===== config.mk =====
export PLATFORM = sky130hd
export DESIGN_NAME = irq_ctrl
export DESIGN_NICKNAME = d
export VERILOG_FILES = /design/src/hdl/irq_ctrl_pkg.sv /design/src/hdl/irq_ctrl.sv
export SDC_FILE = /design/constraint.sdc
export NUM_CORES = 1
export LEC_CHECK = 0
export BUFFER_PORTS_ARGS = -buffer_cell sky130_fd_sc_hd__buf_2
export CORE_UTILIZATION = 52
export CTS_CLUSTER_DIAMETER = 50
export DETAILED_ROUTE_END_ITERATION = 16
export HOLD_SLACK_MARGIN = 0.08
export PLACE_DENSITY = 0.8
export SYNTH_ARGS = -nofsm -noshare
export SYNTH_HDL_FRONTEND = slang
export SYNTH_SLANG_ARGS = --single-unit

===== constraint.sdc =====
create_clock -name pclk -period 3 [get_ports pclk]
set_input_delay 0 -clock pclk [delete_from_list [all_inputs] [get_ports pclk]]
set_output_delay 0 -clock pclk [all_outputs]
set_load 0.02 [all_outputs]

===== src/hdl/irq_ctrl_pkg.sv =====
// irq_ctrl_pkg: register map, field positions and reset values of the interrupt controller.
// assumes a 32-bit apb bus with one aligned word per register.
package irq_ctrl_pkg;
	localparam logic [11:0] ADDR_CONTROL    = 12'h000;
	localparam logic [11:0] ADDR_PERIPH_EN  = 12'h004;
	localparam logic [11:0] ADDR_PERIPH_FLG = 12'h008;
	localparam logic [11:0] ADDR_CONFIG     = 12'h00c;
	localparam logic [11:0] ADDR_STATUS     = 12'h010;
	localparam logic [11:0] ADDR_TIMER0     = 12'h014;
	localparam int BIT_GLOBAL_EN    = 7;
	localparam int BIT_GROUP_EN     = 6;
	localparam int BIT_TIMER0_EN    = 5;
	localparam int BIT_EXT_EN       = 4;
	localparam int BIT_CHANGE_EN    = 3;
	localparam int BIT_TIMER0_FLAG  = 2;
	localparam int BIT_EXT_FLAG     = 1;
	localparam int BIT_CHANGE_FLAG  = 0;
	localparam int BIT_EDGE         = 0;
	localparam int BIT_ANALOG       = 1;
	localparam int BIT_SLEEP = 2;
	localparam logic [7:0]  CONTROL_RESET   = 8'h00;
	localparam logic [11:0] PERIPH_RESET    = 12'h000;
	localparam logic [7:0]  PIN_MASK_RESET  = 8'h00;
	localparam logic [12:0] IRQ_VECTOR      = 13'h0004;
	localparam int          LATENCY_CYCLES  = 3;
	localparam logic [1:0]  LAT_COUNT_INIT  = 2'h2;
endpackage : irq_ctrl_pkg


===== src/hdl/irq_ctrl.sv =====
// irq_ctrl: interrupt controller of a small core: flags, enables, vectoring, wake-up.
// assumes event inputs are one-cycle pulses from pclk logic, pins are asynchronous,
// and the core honours take_irq/return_from_irq within one cycle.
// Notes on behaviour
// fifteen sources: ext pin, pin change, timer0, and twelve peripheral events.
// each flag sets on its event regardless of its enable or global enable.
// global enable set allows unmasked interrupts; clear blocks all redirection.
// global enable clears on any device reset.
// servicing clears global enable, pushes return address, loads vector 0004h.
// events while global enable clear only set flags, no redirection.
// clearing global enable cancels imminent interrupt; it stays pending.
// return-from-interrupt pops address, restores context, sets global enable.
// latency from event to vector three cycles, four for asynchronous pin events; pin events take five pclk cycles here.
// external pin edge-triggered; rising when edge select is 1, else falling.
// valid selected edge sets the external flag, control bit 1.
// software clears external flag before re-enabling; enable is control bit 4.
// external edge wakes from sleep if its enable was set before sleep.
// pin selected analog reads 0 and never raises an interrupt.
// peripheral group enable bit 6 gates every peripheral source.
// timer0 flag bit 2 sets on rollover, sticky; count untouched by reset.
// pin-change flag bit 0 on enabled pin change; needs bit 3 and pin masks.
// timer0 enable bit 5 passes or blocks the timer0 flag.
// service routine polls flags and clears them before returning.
// software clears a flag before setting its enable.
// request to core when global enable and an enabled flag, plus group enable; the code needs group enable for peripheral flags only.
//
// Implementation choices: the register offsets and the APB register port.
`timescale 1ns/100ps
`default_nettype none
module irq_ctrl #(
	parameter int N_PERIPH = 12,
	parameter int N_PINS   = 8
) (
	input  wire logic                pclk,
	input  wire logic                presetn,
	input  wire logic                psel,
	input  wire logic                penable,
	input  wire logic                pwrite,
	input  wire logic [11:0]         paddr,
	input  wire logic [31:0]         pwdata,
	output logic                     pready,
	output logic      [31:0]         prdata,
	output logic                     pslverr,
	input  wire logic                ext_irq_pin,
	input  wire logic [N_PINS-1:0]   change_pins,
	input  wire logic                timer0_tick,
	input  wire logic [N_PERIPH-1:0] periph_events,
	input  wire logic [12:0]         core_pc,
	input  wire logic                return_from_irq,
	output logic                     take_irq,
	output logic      [12:0]         vector_pc,
	output logic      [12:0]         push_addr,
	output logic                     restore_context,
	output logic                     irq_request,
	output logic                     wake_up,
	output logic                     ext_pin_digital
);
	// register state
	logic [7:0]          control_reg,     control_next;
	logic [N_PERIPH-1:0] periph_en_reg,   periph_en_next;
	logic [N_PERIPH-1:0] periph_flg_reg,  periph_flg_next;
	logic [N_PINS-1:0]   pin_masks_reg,   pin_masks_next;
	logic                edge_sel_reg,    edge_sel_next;
	logic                analog_sel_reg,  analog_sel_next;
	logic                sleep_reg,       sleep_next;
	logic                sleep_ext_pin_irq_enable_reg,  sleep_ext_pin_irq_enable_next;
	logic [7:0]          timer0_count_reg, timer0_count_next;
	// synchronisers and edge history
	logic                ext_s1_reg, ext_s2_reg, ext_last_reg;
	logic [N_PINS-1:0]   chg_s1_reg, chg_s2_reg, chg_last_reg;
	// vectoring pipeline
	logic [1:0]          lat_cnt_reg,     lat_cnt_next;
	logic                pending_reg,     pending_next;
	logic                take_reg,        take_next;
	logic [12:0]         push_reg,        push_next;
	logic                restore_reg,     restore_next;

	function automatic logic sel_hit(input logic [11:0] a, input logic [11:0] off);
		sel_hit = (a[11:2] == off[11:2]);
	endfunction : sel_hit

	logic wr_en, rd_en;
	logic ext_level, ext_edge, pin_change;
	logic periph_any, core_any, req_raw;

	assign wr_en = psel & penable & pwrite;
	assign rd_en = psel & ~penable & ~pwrite;
	// analog pin reads 0 and its edges vanish
	assign ext_level = ext_s2_reg & ~analog_sel_reg;
	assign ext_pin_digital = ext_level;
	assign ext_edge = edge_sel_reg ? (ext_level & ~ext_last_reg)
	                               : (~ext_level & ext_last_reg);
	assign pin_change = |((chg_s2_reg ^ chg_last_reg) & pin_masks_reg);

	assign periph_any = control_reg[irq_ctrl_pkg::BIT_GROUP_EN]
	                    & |(periph_flg_reg & periph_en_reg);
	assign core_any = (control_reg[irq_ctrl_pkg::BIT_TIMER0_EN]
	                   & control_reg[irq_ctrl_pkg::BIT_TIMER0_FLAG])
	                  | (control_reg[irq_ctrl_pkg::BIT_EXT_EN]
	                     & control_reg[irq_ctrl_pkg::BIT_EXT_FLAG])
	                  | (control_reg[irq_ctrl_pkg::BIT_CHANGE_EN]
	                     & control_reg[irq_ctrl_pkg::BIT_CHANGE_FLAG]);
	assign req_raw = core_any | periph_any;
	assign irq_request = control_reg[irq_ctrl_pkg::BIT_GLOBAL_EN] & req_raw;

	assign pready  = 1'b1;
	assign pslverr = 1'b0;
	assign take_irq = take_reg;
	assign vector_pc = irq_ctrl_pkg::IRQ_VECTOR;
	assign push_addr = push_reg;
	assign restore_context = restore_reg;
	// wake needs the enable latched at sleep entry
	assign wake_up = sleep_reg & sleep_ext_pin_irq_enable_reg & ext_edge;

	always_comb begin
		control_next    = control_reg;
		periph_en_next  = periph_en_reg;
		periph_flg_next = periph_flg_reg;
		pin_masks_next  = pin_masks_reg;
		edge_sel_next   = edge_sel_reg;
		analog_sel_next = analog_sel_reg;
		sleep_next      = sleep_reg;
		sleep_ext_pin_irq_enable_next = sleep_ext_pin_irq_enable_reg;
		timer0_count_next = timer0_count_reg;
		if (wr_en) begin
			if (sel_hit(paddr, irq_ctrl_pkg::ADDR_CONTROL)) begin
				control_next = pwdata[7:0];
			end
			if (sel_hit(paddr, irq_ctrl_pkg::ADDR_PERIPH_EN)) begin
				periph_en_next = pwdata[N_PERIPH-1:0];
			end
			if (sel_hit(paddr, irq_ctrl_pkg::ADDR_PERIPH_FLG)) begin
				periph_flg_next = pwdata[N_PERIPH-1:0];
			end
			if (sel_hit(paddr, irq_ctrl_pkg::ADDR_CONFIG)) begin
				edge_sel_next   = pwdata[irq_ctrl_pkg::BIT_EDGE];
				analog_sel_next = pwdata[irq_ctrl_pkg::BIT_ANALOG];
				sleep_next      = pwdata[irq_ctrl_pkg::BIT_SLEEP];
				pin_masks_next  = pwdata[8 +: N_PINS];
				if (pwdata[irq_ctrl_pkg::BIT_SLEEP] & ~sleep_reg) begin
					sleep_ext_pin_irq_enable_next = control_reg[irq_ctrl_pkg::BIT_EXT_EN];
				end
			end
			if (sel_hit(paddr, irq_ctrl_pkg::ADDR_TIMER0)) begin
				timer0_count_next = pwdata[7:0];
			end
		end
		if (timer0_tick) begin
			timer0_count_next = timer0_count_reg + 8'h01;
		end
		if (wake_up) begin
			sleep_next = 1'b0;
		end
		// hardware sets win over a software clear in the same cycle
		if (timer0_tick & (&timer0_count_reg)) begin
			control_next[irq_ctrl_pkg::BIT_TIMER0_FLAG] = 1'b1;
		end
		if (ext_edge) begin
			control_next[irq_ctrl_pkg::BIT_EXT_FLAG] = 1'b1;
		end
		if (pin_change) begin
			control_next[irq_ctrl_pkg::BIT_CHANGE_FLAG] = 1'b1;
		end
		periph_flg_next = periph_flg_next | periph_events;
		if (take_reg) begin
			control_next[irq_ctrl_pkg::BIT_GLOBAL_EN] = 1'b0;
		end
		if (return_from_irq) begin
			control_next[irq_ctrl_pkg::BIT_GLOBAL_EN] = 1'b1;
		end
	end

	// the pending request is re-qualified every cycle, so a cleared global
	// enable cancels the vector but leaves the flag for later
	always_comb begin
		lat_cnt_next = lat_cnt_reg;
		pending_next = pending_reg;
		take_next    = 1'b0;
		push_next    = push_reg;
		restore_next = return_from_irq;
		if (!irq_request || take_reg) begin
			pending_next = 1'b0;
			lat_cnt_next = irq_ctrl_pkg::LAT_COUNT_INIT;
		end else if (!pending_reg) begin
			pending_next = 1'b1;
			lat_cnt_next = irq_ctrl_pkg::LAT_COUNT_INIT;
		end else if (lat_cnt_reg != 2'h1) begin
			lat_cnt_next = lat_cnt_reg - 2'h1;
		end else begin
			take_next = 1'b1;
			push_next = core_pc;
			pending_next = 1'b0;
		end
	end

	always_ff @(posedge pclk or negedge presetn) begin
		if (!presetn) begin
			control_reg    <= irq_ctrl_pkg::CONTROL_RESET;
			periph_en_reg  <= irq_ctrl_pkg::PERIPH_RESET;
			periph_flg_reg <= irq_ctrl_pkg::PERIPH_RESET;
			pin_masks_reg  <= irq_ctrl_pkg::PIN_MASK_RESET;
			edge_sel_reg   <= 1'b1;
			analog_sel_reg <= 1'b1;
			sleep_reg      <= 1'b0;
			sleep_ext_pin_irq_enable_reg <= 1'b0;
			lat_cnt_reg    <= irq_ctrl_pkg::LAT_COUNT_INIT;
			pending_reg    <= 1'b0;
			take_reg       <= 1'b0;
			push_reg       <= 13'h0000;
			restore_reg    <= 1'b0;
			ext_s1_reg     <= 1'b0;
			ext_s2_reg     <= 1'b0;
			ext_last_reg   <= 1'b0;
			chg_s1_reg     <= '0;
			chg_s2_reg     <= '0;
			chg_last_reg   <= '0;
		end else begin
			control_reg    <= control_next;
			periph_en_reg  <= periph_en_next;
			periph_flg_reg <= periph_flg_next;
			pin_masks_reg  <= pin_masks_next;
			edge_sel_reg   <= edge_sel_next;
			analog_sel_reg <= analog_sel_next;
			sleep_reg      <= sleep_next;
			sleep_ext_pin_irq_enable_reg <= sleep_ext_pin_irq_enable_next;
			lat_cnt_reg    <= lat_cnt_next;
			pending_reg    <= pending_next;
			take_reg       <= take_next;
			push_reg       <= push_next;
			restore_reg    <= restore_next;
			ext_s1_reg     <= ext_irq_pin;
			ext_s2_reg     <= ext_s1_reg;
			ext_last_reg   <= ext_level;
			chg_s1_reg     <= change_pins;
			chg_s2_reg     <= chg_s1_reg;
			chg_last_reg   <= chg_s2_reg;
		end
	end

	// timer0 count has no reset on purpose
	always_ff @(posedge pclk) begin
		timer0_count_reg <= timer0_count_next;
	end

	// read data registered in the setup phase, valid in the access phase
	always_ff @(posedge pclk or negedge presetn) begin
		if (!presetn) begin
			prdata <= 32'h0000_0000;
		end else if (rd_en) begin
			prdata <= 32'h0000_0000;
			if (sel_hit(paddr, irq_ctrl_pkg::ADDR_CONTROL)) begin
				prdata[7:0] <= control_reg;
			end
			if (sel_hit(paddr, irq_ctrl_pkg::ADDR_PERIPH_EN)) begin
				prdata[N_PERIPH-1:0] <= periph_en_reg;
			end
			if (sel_hit(paddr, irq_ctrl_pkg::ADDR_PERIPH_FLG)) begin
				prdata[N_PERIPH-1:0] <= periph_flg_reg;
			end
			if (sel_hit(paddr, irq_ctrl_pkg::ADDR_CONFIG)) begin
				prdata[irq_ctrl_pkg::BIT_EDGE]  <= edge_sel_reg;
				prdata[irq_ctrl_pkg::BIT_ANALOG] <= analog_sel_reg;
				prdata[irq_ctrl_pkg::BIT_SLEEP] <= sleep_reg;
				prdata[8 +: N_PINS]             <= pin_masks_reg;
			end
			if (sel_hit(paddr, irq_ctrl_pkg::ADDR_STATUS)) begin
				prdata[0] <= irq_request;
				prdata[1] <= pending_reg;
				prdata[2] <= ext_level;
			end
			if (sel_hit(paddr, irq_ctrl_pkg::ADDR_TIMER0)) begin
				prdata[7:0] <= timer0_count_reg;
			end
		end
	end
endmodule : irq_ctrl
`default_nettype wire


# --- Yosys cells after proc, flatten, opt, wreduce, memory -nomap -nowiden ---
# Cells that the tools add are included.
totals:
  output_inout_bits: 65
  inputBits: 85
  word_cells: 126
  regBits: 113
classes:
  mux: 32
  n_reduce_logical: 29
  n_addsub: 2
  bitwise_logic: 31
  n_eq_ne: 7
ops:
  columns: ["operator", "n"]
  rows:
  - ["$mux W8", 8]
  - ["$mux W12", 4]
  - ["$eq A10 B2 Y1 const B", 2]
  - ["$eq A10 B3 Y1 const B", 2]
  - ["$reduce_bool A2 Y1", 10]
  - ["$reduce_and A2 Y1", 9]
  - ["$and A1 B1 Y1", 16]
  - ["$mux W1", 15]
  - ["$and A12 B12 Y12", 1]
  - ["$or A12 B12 Y12", 1]
  - ["$reduce_or A12 Y1", 1]
  - ["$eq A10 B1 Y1 const B", 1]
  - ["$logic_not A10 Y1", 1]
  - ["$add A8 B1 Y8 const B", 1]
  - ["$and A8 B8 Y8", 1]
  - ["$not A1 Y1", 8]
  - ["$reduce_and A8 Y1", 1]
  - ["$reduce_or A8 Y1", 1]
  - ["$xor A8 B8 Y8", 1]
  - ["$mux W2", 3]
  - ["$mux W3", 2]
  - ["$reduce_and A3 Y1", 2]
  - ["$reduce_bool A3 Y1", 2]
  - ["$ne A3 B1 Y1 const B", 1]
  - ["5 further kinds", 7]

# --- Logic depth before layout (Yosys ltp) ---
# Gate-level depths: netlist (run 1).
depth:
  depth_word: 9
  mapped_depth: 7
  ltp_nobuf: 5

# --- Least setup slack after synthesis (run 1) ---
# OpenSTA, ideal clock, no wires.
synth_timing:
  path_type: "input to register"
  startpoint: "in paddr[6]"
  endpoint: "reg timer0_count_reg[0] (enable)"
  slack_ps: 865
  path_stages: 4
  t_required_ps: 2670
  setup_ps: 330
  t_arrival_ps: 1805
  path_buffers: 1
  cell_sequence: "or4_4 buf_6 nor4_1 a41o_1"
synth_between:
  elab_chain_cells: 3
synth_rtl:
  columns: ["item", "line_no", "rtl"]
  rows:
  - ["start, declared", "irq_ctrl.sv:39", "input wire logic [11:0] paddr,"]
  - ["$eq A10 B3 Y1", "irq_ctrl.sv:79", "sel_hit = (a[11:2] == off[11:2]);"]
  - ["$reduce_bool A2 Y1 (no source line)", null, null]
  - ["$reduce_and A2 Y1 (no source line)", null, null]
  - ["end signal, assigned", "irq_ctrl.sv:242", "timer0_count_reg <= timer0_count_next;"]
  - ["end, declared", "irq_ctrl.sv:67", "logic [7:0] timer0_count_reg, timer0_count_next;"]
# No other way between the ends.
# A chain may end at the register's enable or synchronous reset.

# --- Worst setup path in the final report (run 1) ---
layout_timing:
  startpoint: "in paddr[5]"
  endpoint: "reg periph_flg_reg[1]"
layout_between:
  elab_chain_cells: 4
layout_rtl:
  columns: ["item", "line_no", "rtl"]
  rows:
  - ["$eq A10 B2 Y1", "irq_ctrl.sv:79", null]
  - ["$mux W12", "irq_ctrl.sv:132", "if (sel_hit(paddr, irq_ctrl_pkg::ADDR_PERIPH_FLG)) begin"]
  - ["$mux W12", "irq_ctrl.sv:125", "if (wr_en) begin"]
  - ["$or A12 B12 Y12", "irq_ctrl.sv:164", "periph_flg_next = periph_flg_next | periph_events;"]
  - ["net periph_flg_next[1]", "irq_ctrl.sv:61", "logic [N_PERIPH-1:0] periph_flg_reg, periph_flg_next;"]
  - ["end signal, assigned", "irq_ctrl.sv:200", "periph_flg_reg <= irq_ctrl_pkg::PERIPH_RESET;"]
  - ["end signal, assigned", "irq_ctrl.sv:220", "periph_flg_reg <= periph_flg_next;"]
  - ["end, declared", "irq_ctrl.sv:61", null]
# The timed path passes the listed nets, and every way through them passes these cells.

==> results of run 1 <==
## power by group through the flow
stage,clock [µW],sequential (µW),combinational (µW)
final,2030,1620,322
after global routing,2120,1620,355
after CTS,2040,1620,317
after detailed placement,0,1640,258
after global placement,0,1640,251
after floorplan,0,1650,159
## worst max-delay path, cell delays in order
cell	delay, ns
dlygate4sd3_1	0.53
buf_2	0.12
or4_4	0.49
or4_1	0.97
a211o_1	0.45
dlygate4sd3_1	0.58
## final timing paths
check / startpoint / endpoint / slack [ns] / cells past startpoint
hold reg to reg: chg_s1_reg[2]$_DFF_PN0_ / chg_s2_reg[2]$_DFF_PN0_ / 0.35 / 0
setup / recovery: paddr[5] / periph_flg_reg[1]$_DFF_PN0_ / 0.25 / 6
min in group pclk: paddr[4] / prdata[12]$_DFFE_PN0P_ / 0.10 / 4
setup reg to reg: control_reg[4]$_DFFE_PN0P_ / push_addr[8]$_DFFE_PN0P_ / 1.00 / 5
max in group asynchronous: presetn / lat_cnt_reg[1]$_DFFE_PN1P_ / 2.06 / 3
hold / removal: presetn / chg_s1_reg[0]$_DFF_PN0_ / 0.08 / 2
## layer usage
metal / GRT usage, % / vias up / share of wire (%)
met5: 0 / - / 0
met4: 12.7 / 0 / 2.6
met3: 6.98 / 34 / 6.7
met2: 43.1 / 178 / 49
met1: 34.2 / 1955 / 42
li1: - / 1848 / -
## cell usage in the layout (no fill, tap or decap), types with 12 or more instances in the layout
cell type      count
dfrtp_1          102
buf_2             99
dlygate4sd3_1     71
mux2_2            35
conb_1            31
nor2_1            28
nand2_1           22
a211o_1           17
clkbuf_16         16
nand3_1           15
inv_1             15
o21ai_0           13
xor2_1            12
## logic make-up (layout without fill, tap and decap cells)
| kind of cell | count (synthesis) | count (layout) |
|---|---|---|
| xor+xnor | 15 | 15 |
| buf+inv | 66 | 224 |
| compound gates | 73 | 73 |
| other cells | 2 | 31 |
| simple gates | 110 | 110 |
| flops | 113 | 113 |
| fa+ha+maj | 2 | 2 |
| mux | 54 | 54 |
## layout make-up
class                      count  area (µm²)  area share (%)
sequential                   113        2870            41.0
multi-input combinational    285        2060            29.3
timing repair buffer         177        1260            18.0
clock buffer                  22         473            6.75
tap                          133         166            2.37
clock inverter                10         130            1.86
inverter                      15        56.3           0.803
## stage by stage
stage	power, µW	instances	worst slack [ns]	instance area [µm²]	util, %
CTS	3970	755	0.329	7010	72.1
floorplan	1810	464	0.865	5300	-
finish	3970	755	0.245	7010	72.1
global route	4090	755	0.181	7010	72.1
detailed placement	1900	652	0.764	5700	58.6
global placement	1890	652	0.821	5700	58.6
## what timing repair did
| action | CTS | global route |
|---|---|---|
| hold buffers | 71 | 0 |
| endpoints found under the hold margin | 143 | 0 |
| endpoints found under the setup margin | 0 | 0 |
| setup buffers | 0 | 0 |
| resized for setup | 0 | 0 |
==> impl_metrics.env, run 1 <==
export IMPL_status="completed"
export IMPL_finalSetupViolCount=0
export IMPL_synth_xor_area_share_pct=2.53
export IMPL_htreeDepth=4
export IMPL_die_x_um=102
export IMPL_min_period_ns=2.75
export IMPL_synth_top_cell_by_area="dfrtp_1"
export IMPL_power_leakage_uw=0.00332
export IMPL_antenna_found_initial=0
export IMPL_clock_power_share_pct=51.1
export IMPL_clkTransAtPathRegs_ns=0.06
export IMPL_nets=696
export IMPL_p_int_uw=3070
export IMPL_via_per_inst=5.32
export IMPL_cp_max_fo=24
export IMPL_drv_slew=0
export IMPL_synth_yosys_warnings=0
export IMPL_maxCapViolations=0
export IMPL_io_pins=150
export IMPL_synth_edf_count=8
export IMPL_switching_power_uw=894
export IMPL_fillCellCount=660
export IMPL_hp_class="primary input to asynchronous set/reset pin"
export IMPL_cts_root_buf="clkbuf_8"
export IMPL_yosysTopAreaCellShare_pct=49.1
export IMPL_whs_ns=0.0786
export IMPL_period_share_pct=91.8
export IMPL_synthTopCellsByCount="dfrtp_1, mux2_2, buf_4"
export IMPL_drtIter0Drc=254
export IMPL_irDropWorstVdd_uv=418
export IMPL_muxShareOfSynthArea_pct=12.5
export IMPL_grt_max_degree=61
export IMPL_synthesis_area_um2=5190
export IMPL_wl_per_cell_um=17.0
export IMPL_core_area_um2=9730
export IMPL_cp_arrival_ns=3.15
export IMPL_drcViolationCount=0
export IMPL_rsz0062_at_grt="no"
export IMPL_fmax_mhz=363
export IMPL_relSlewSlack_pct=39.4
export IMPL_netlist_top_cells_area="dfrtp_1, mux2_2, edfxtp_1"
export IMPL_finalSetupTns_ns=0
export IMPL_path_class="primary input to flip-flop"
export IMPL_initial_core_util_pct=53.4
export IMPL_synth_top_family_by_area="multiplexers"
export IMPL_cts_tree="built"
export IMPL_cp_required_ns=3.39
export IMPL_numCtsBuffers=17
export IMPL_synth_cells=435
export IMPL_die_area_um2=10400
export IMPL_combPwrFrac_pct=8.1
export IMPL_pwr_share_seq_pct=40.7
export IMPL_startpoint_type="primary input"
export IMPL_synth_fa_ha_area_share_pct=0.482
export IMPL_rows=36
export IMPL_worst_pin_slew_ns=0.909
export IMPL_drt_total_wl_um=12800
export IMPL_yosys_area_share_simple_pct=11.3
export IMPL_regMostFlops="prdata"
export IMPL_n_antenna_cell=0
export IMPL_synth_compound_area_share_pct=10.5
export IMPL_grt_pass1_vias=4060
export IMPL_syn2layout_area_growth_pct=35.0
export IMPL_drtAntennaViolNets=0
export IMPL_ys_ff_latch=113
export IMPL_power_density_nw_per_um2=566
export IMPL_clk_latency_ns=0.52
export IMPL_dp_final_hpwl_um=8120
export IMPL_largest_reg_flops=16
export IMPL_first_pass_iters=5
export IMPL_syn_avg_cell_area_um2=11.9
export IMPL_cts_sinks=113
export IMPL_ctsLongestPathBuffers=2
export IMPL_grt_ovfl_total=0
export IMPL_ys_flop_type="dfrtp_1"
export IMPL_vias=4015
export IMPL_synth_seq_area_share_pct=55.3
export IMPL_swShare_pct=22.5
export IMPL_fin_skew_ns=0.00811
export IMPL_critPathCaptureType="flip-flop"
export IMPL_port_buffers=100
export IMPL_grt_pass1_wl_um=20600
export IMPL_ys_async_sr_fraction_pct=92.9
export IMPL_hold_violations=0
export IMPL_grtUsageTotal_pct=26.8
export IMPL_drive_above_1_share_pct=30.9
export IMPL_gp_congestion=0.839
export IMPL_synthDistinctLibCells=57
export IMPL_synth_most_common_cell="dfrtp_1"
export IMPL_die_height_um=102
No activity file was read; power rests on OpenSTA's default activity.
==> run 2: changes to the inputs <==
- CORE_UTILIZATION: 52 -> 47
- PLACE_DENSITY: 0.8 -> 0.76
- clock period: 3 -> 2.4 ns (I/O delays scaled with it)
==> run 2 against run 1 <==
  * Combinational power rose by 30%
  * Register-to-register slack lost 0.67 ns
  * Sequential power grew 25%
==> impl_metrics.env, run 2 (synthesis results as in run 1) <==
export IMPL_fin_skew_ns=0.00756
export IMPL_switching_power_uw=1140
export IMPL_min_period_ns=2.33
export IMPL_relSlewSlack_pct=59.1
export IMPL_clock_power_share_pct=53.0
export IMPL_cts_sinks=113
export IMPL_cp_max_fo=24
export IMPL_critPathCaptureType="flip-flop"
export IMPL_cts_root_buf="clkbuf_8"
export IMPL_nets=703
export IMPL_first_pass_iters=5
export IMPL_port_buffers=100
export IMPL_critPathMaxStageDelay_ns=0.57
export IMPL_grt_pass1_wl_um=21400
export IMPL_finalSetupTns_ns=0
export IMPL_whs_ns=0.122
export IMPL_core_area_um2=10800
export IMPL_htreeDepth=4
export IMPL_die_area_um2=11500
export IMPL_regMostFlops="prdata"
export IMPL_gp_congestion=0.848
export IMPL_grt_pass1_vias=4176
export IMPL_fin_util_pct=66.5
export IMPL_hp_class="primary input to flip-flop"
export IMPL_combPwrFrac_pct=8.1
export IMPL_path_class="primary input to flip-flop"
export IMPL_cp_arrival_ns=2.72
export IMPL_setup_ws_ns=0.0690
export IMPL_vias=4096
export IMPL_drcViolationCount=0
export IMPL_numCtsBuffers=17
export IMPL_drtIter0Drc=323
export IMPL_crit_slowest_cell="dlygate4sd3_1"
export IMPL_syn2layout_area_growth_pct=38.1
export IMPL_period_share_pct=97.1
export IMPL_drv_slew=0
export IMPL_dp_final_hpwl_um=8040
export IMPL_grt_max_degree=63
export IMPL_crit_chain="dlygate4sd3_1 -> buf_2 -> nand4b_1 -> or4_4 -> buf_12 -> a211o_1 -> dlygate4sd3_1"
export IMPL_worst_pin_slew_ns=0.607
export IMPL_clk_latency_ns=0.52
export IMPL_finalInstanceArea_um2=7170
export IMPL_grt_ovfl_total=0
export IMPL_drtAntennaViolNets=0
export IMPL_grtUsageTotal_pct=24.9
export IMPL_clkTransAtPathRegs_ns=0.06
export IMPL_antenna_found_initial=0
export IMPL_rows=38
export IMPL_n_antenna_cell=0
export IMPL_cp_required_ns=2.79
export IMPL_io_pins=150
export IMPL_die_height_um=107
export IMPL_ctsLongestPathBuffers=2
export IMPL_startpoint_type="primary input"
export IMPL_maxCapViolations=0
export IMPL_via_per_inst=5.33
export IMPL_wl_per_cell_um=17.3
export IMPL_p_int_uw=4050
export IMPL_placed_cell_area_um2=5740
export IMPL_final_common_cell="dfrtp_1"
export IMPL_status="completed"
export IMPL_crit_top_cell="dlygate4sd3_1"
export IMPL_cts_tree="built"
export IMPL_power_leakage_uw=0.00339
export IMPL_drive_above_1_share_pct=31.6
export IMPL_pwr_share_seq_pct=38.9
export IMPL_hold_violations=0
export IMPL_largest_reg_flops=16
export IMPL_fmax_mhz=429
export IMPL_finalSetupViolCount=0
export IMPL_most_common_layout_cells="dfrtp_1, buf_2, dlygate4sd3_1"
export IMPL_preCtsSetupSlack_ns=0.289
export IMPL_initial_core_util_pct=48.1
export IMPL_drt_total_wl_um=13300
export IMPL_irDropWorstVdd_uv=521
export IMPL_power_density_nw_per_um2=724
export IMPL_swShare_pct=22.0
export IMPL_die_x_um=107
export IMPL_rsz0062_at_grt="no"
## run 2: layout make-up
| type | instances | area [µm²] |
|---|---|---|
| fillers | 763 | 3620 |
| flip-flops and latches | 113 | 2870 |
| multi-input cells | 285 | 2060 |
| repair buffers | 184 | 1350 |
| clock buffers | 20 | 457 |
| clock inverters | 12 | 203 |
| well taps | 140 | 175 |
| inverters | 15 | 56.3 |
## run 2: layer usage
layer	vias up	GRT usage (%)	part of all wire, %
met2	225	40.4	49
met4	0	13.4	3.5
li1	1863	-	-
met1	1965	30.0	40
met5	-	0	0
met3	43	6.81	7.0
## run 2: worst paths after layout
path / to / depth (start not counted) / slack [ns] / from
worst max-delay path: periph_flg_reg[10]$_DFF_PN0_ / 7 / 0.07 / paddr[4]
min in group asynchronous: analog_sel_reg$_DFFE_PN1P_ / 3 / 0.58 / presetn
max in group asynchronous: prdata[11]$_DFFE_PN0P_ / 4 / 1.48 / presetn
worst min register to register: chg_s2_reg[0]$_DFF_PN0_ / 0 / 0.35 / chg_s1_reg[0]$_DFF_PN0_
worst min-delay path: ext_s1_reg$_DFF_PN0_ / 2 / 0.12 / ext_irq_pin
worst max register to register: push_addr[10]$_DFFE_PN0P_ / 5 / 0.33 / control_reg[4]$_DFFE_PN0P_
## run 2: through the flow
step	total power, µW	std cells
floorplan	2260	464
global placement	2370	662
detailed placement	2380	662
CTS	5220	768
global route	5360	769
finish	5190	769
## run 2: critical path, delay by kind of cell
| family | cells | cell delay [ns] |
|---|---|---|
| AOI/OAI and AO/OA | 1 | 0.31 |
| buffers and inverters | 4 | 1.52 |
| and+or+nand+nor | 2 | 0.89 |
## run 2: repair_timing
action | 4_1_cts | 5_1_grt
setup buffers | 0 | 2
hold endpoints to repair | 190 | 0
setup endpoints to repair | 0 | 12
hold buffers | 74 | 0
gates resized for setup | 0 | 4
## run 2: power by group through the flow
stage                     registers [µW]  logic [µW]  clock network [µW]
after floorplan                     2060         198                   0
after global routing                2020         457                2880
final                               2020         419                2750
after detailed placement            2050         327                   0
after CTS                           2020         410                2790
after global placement              2050         319                   0
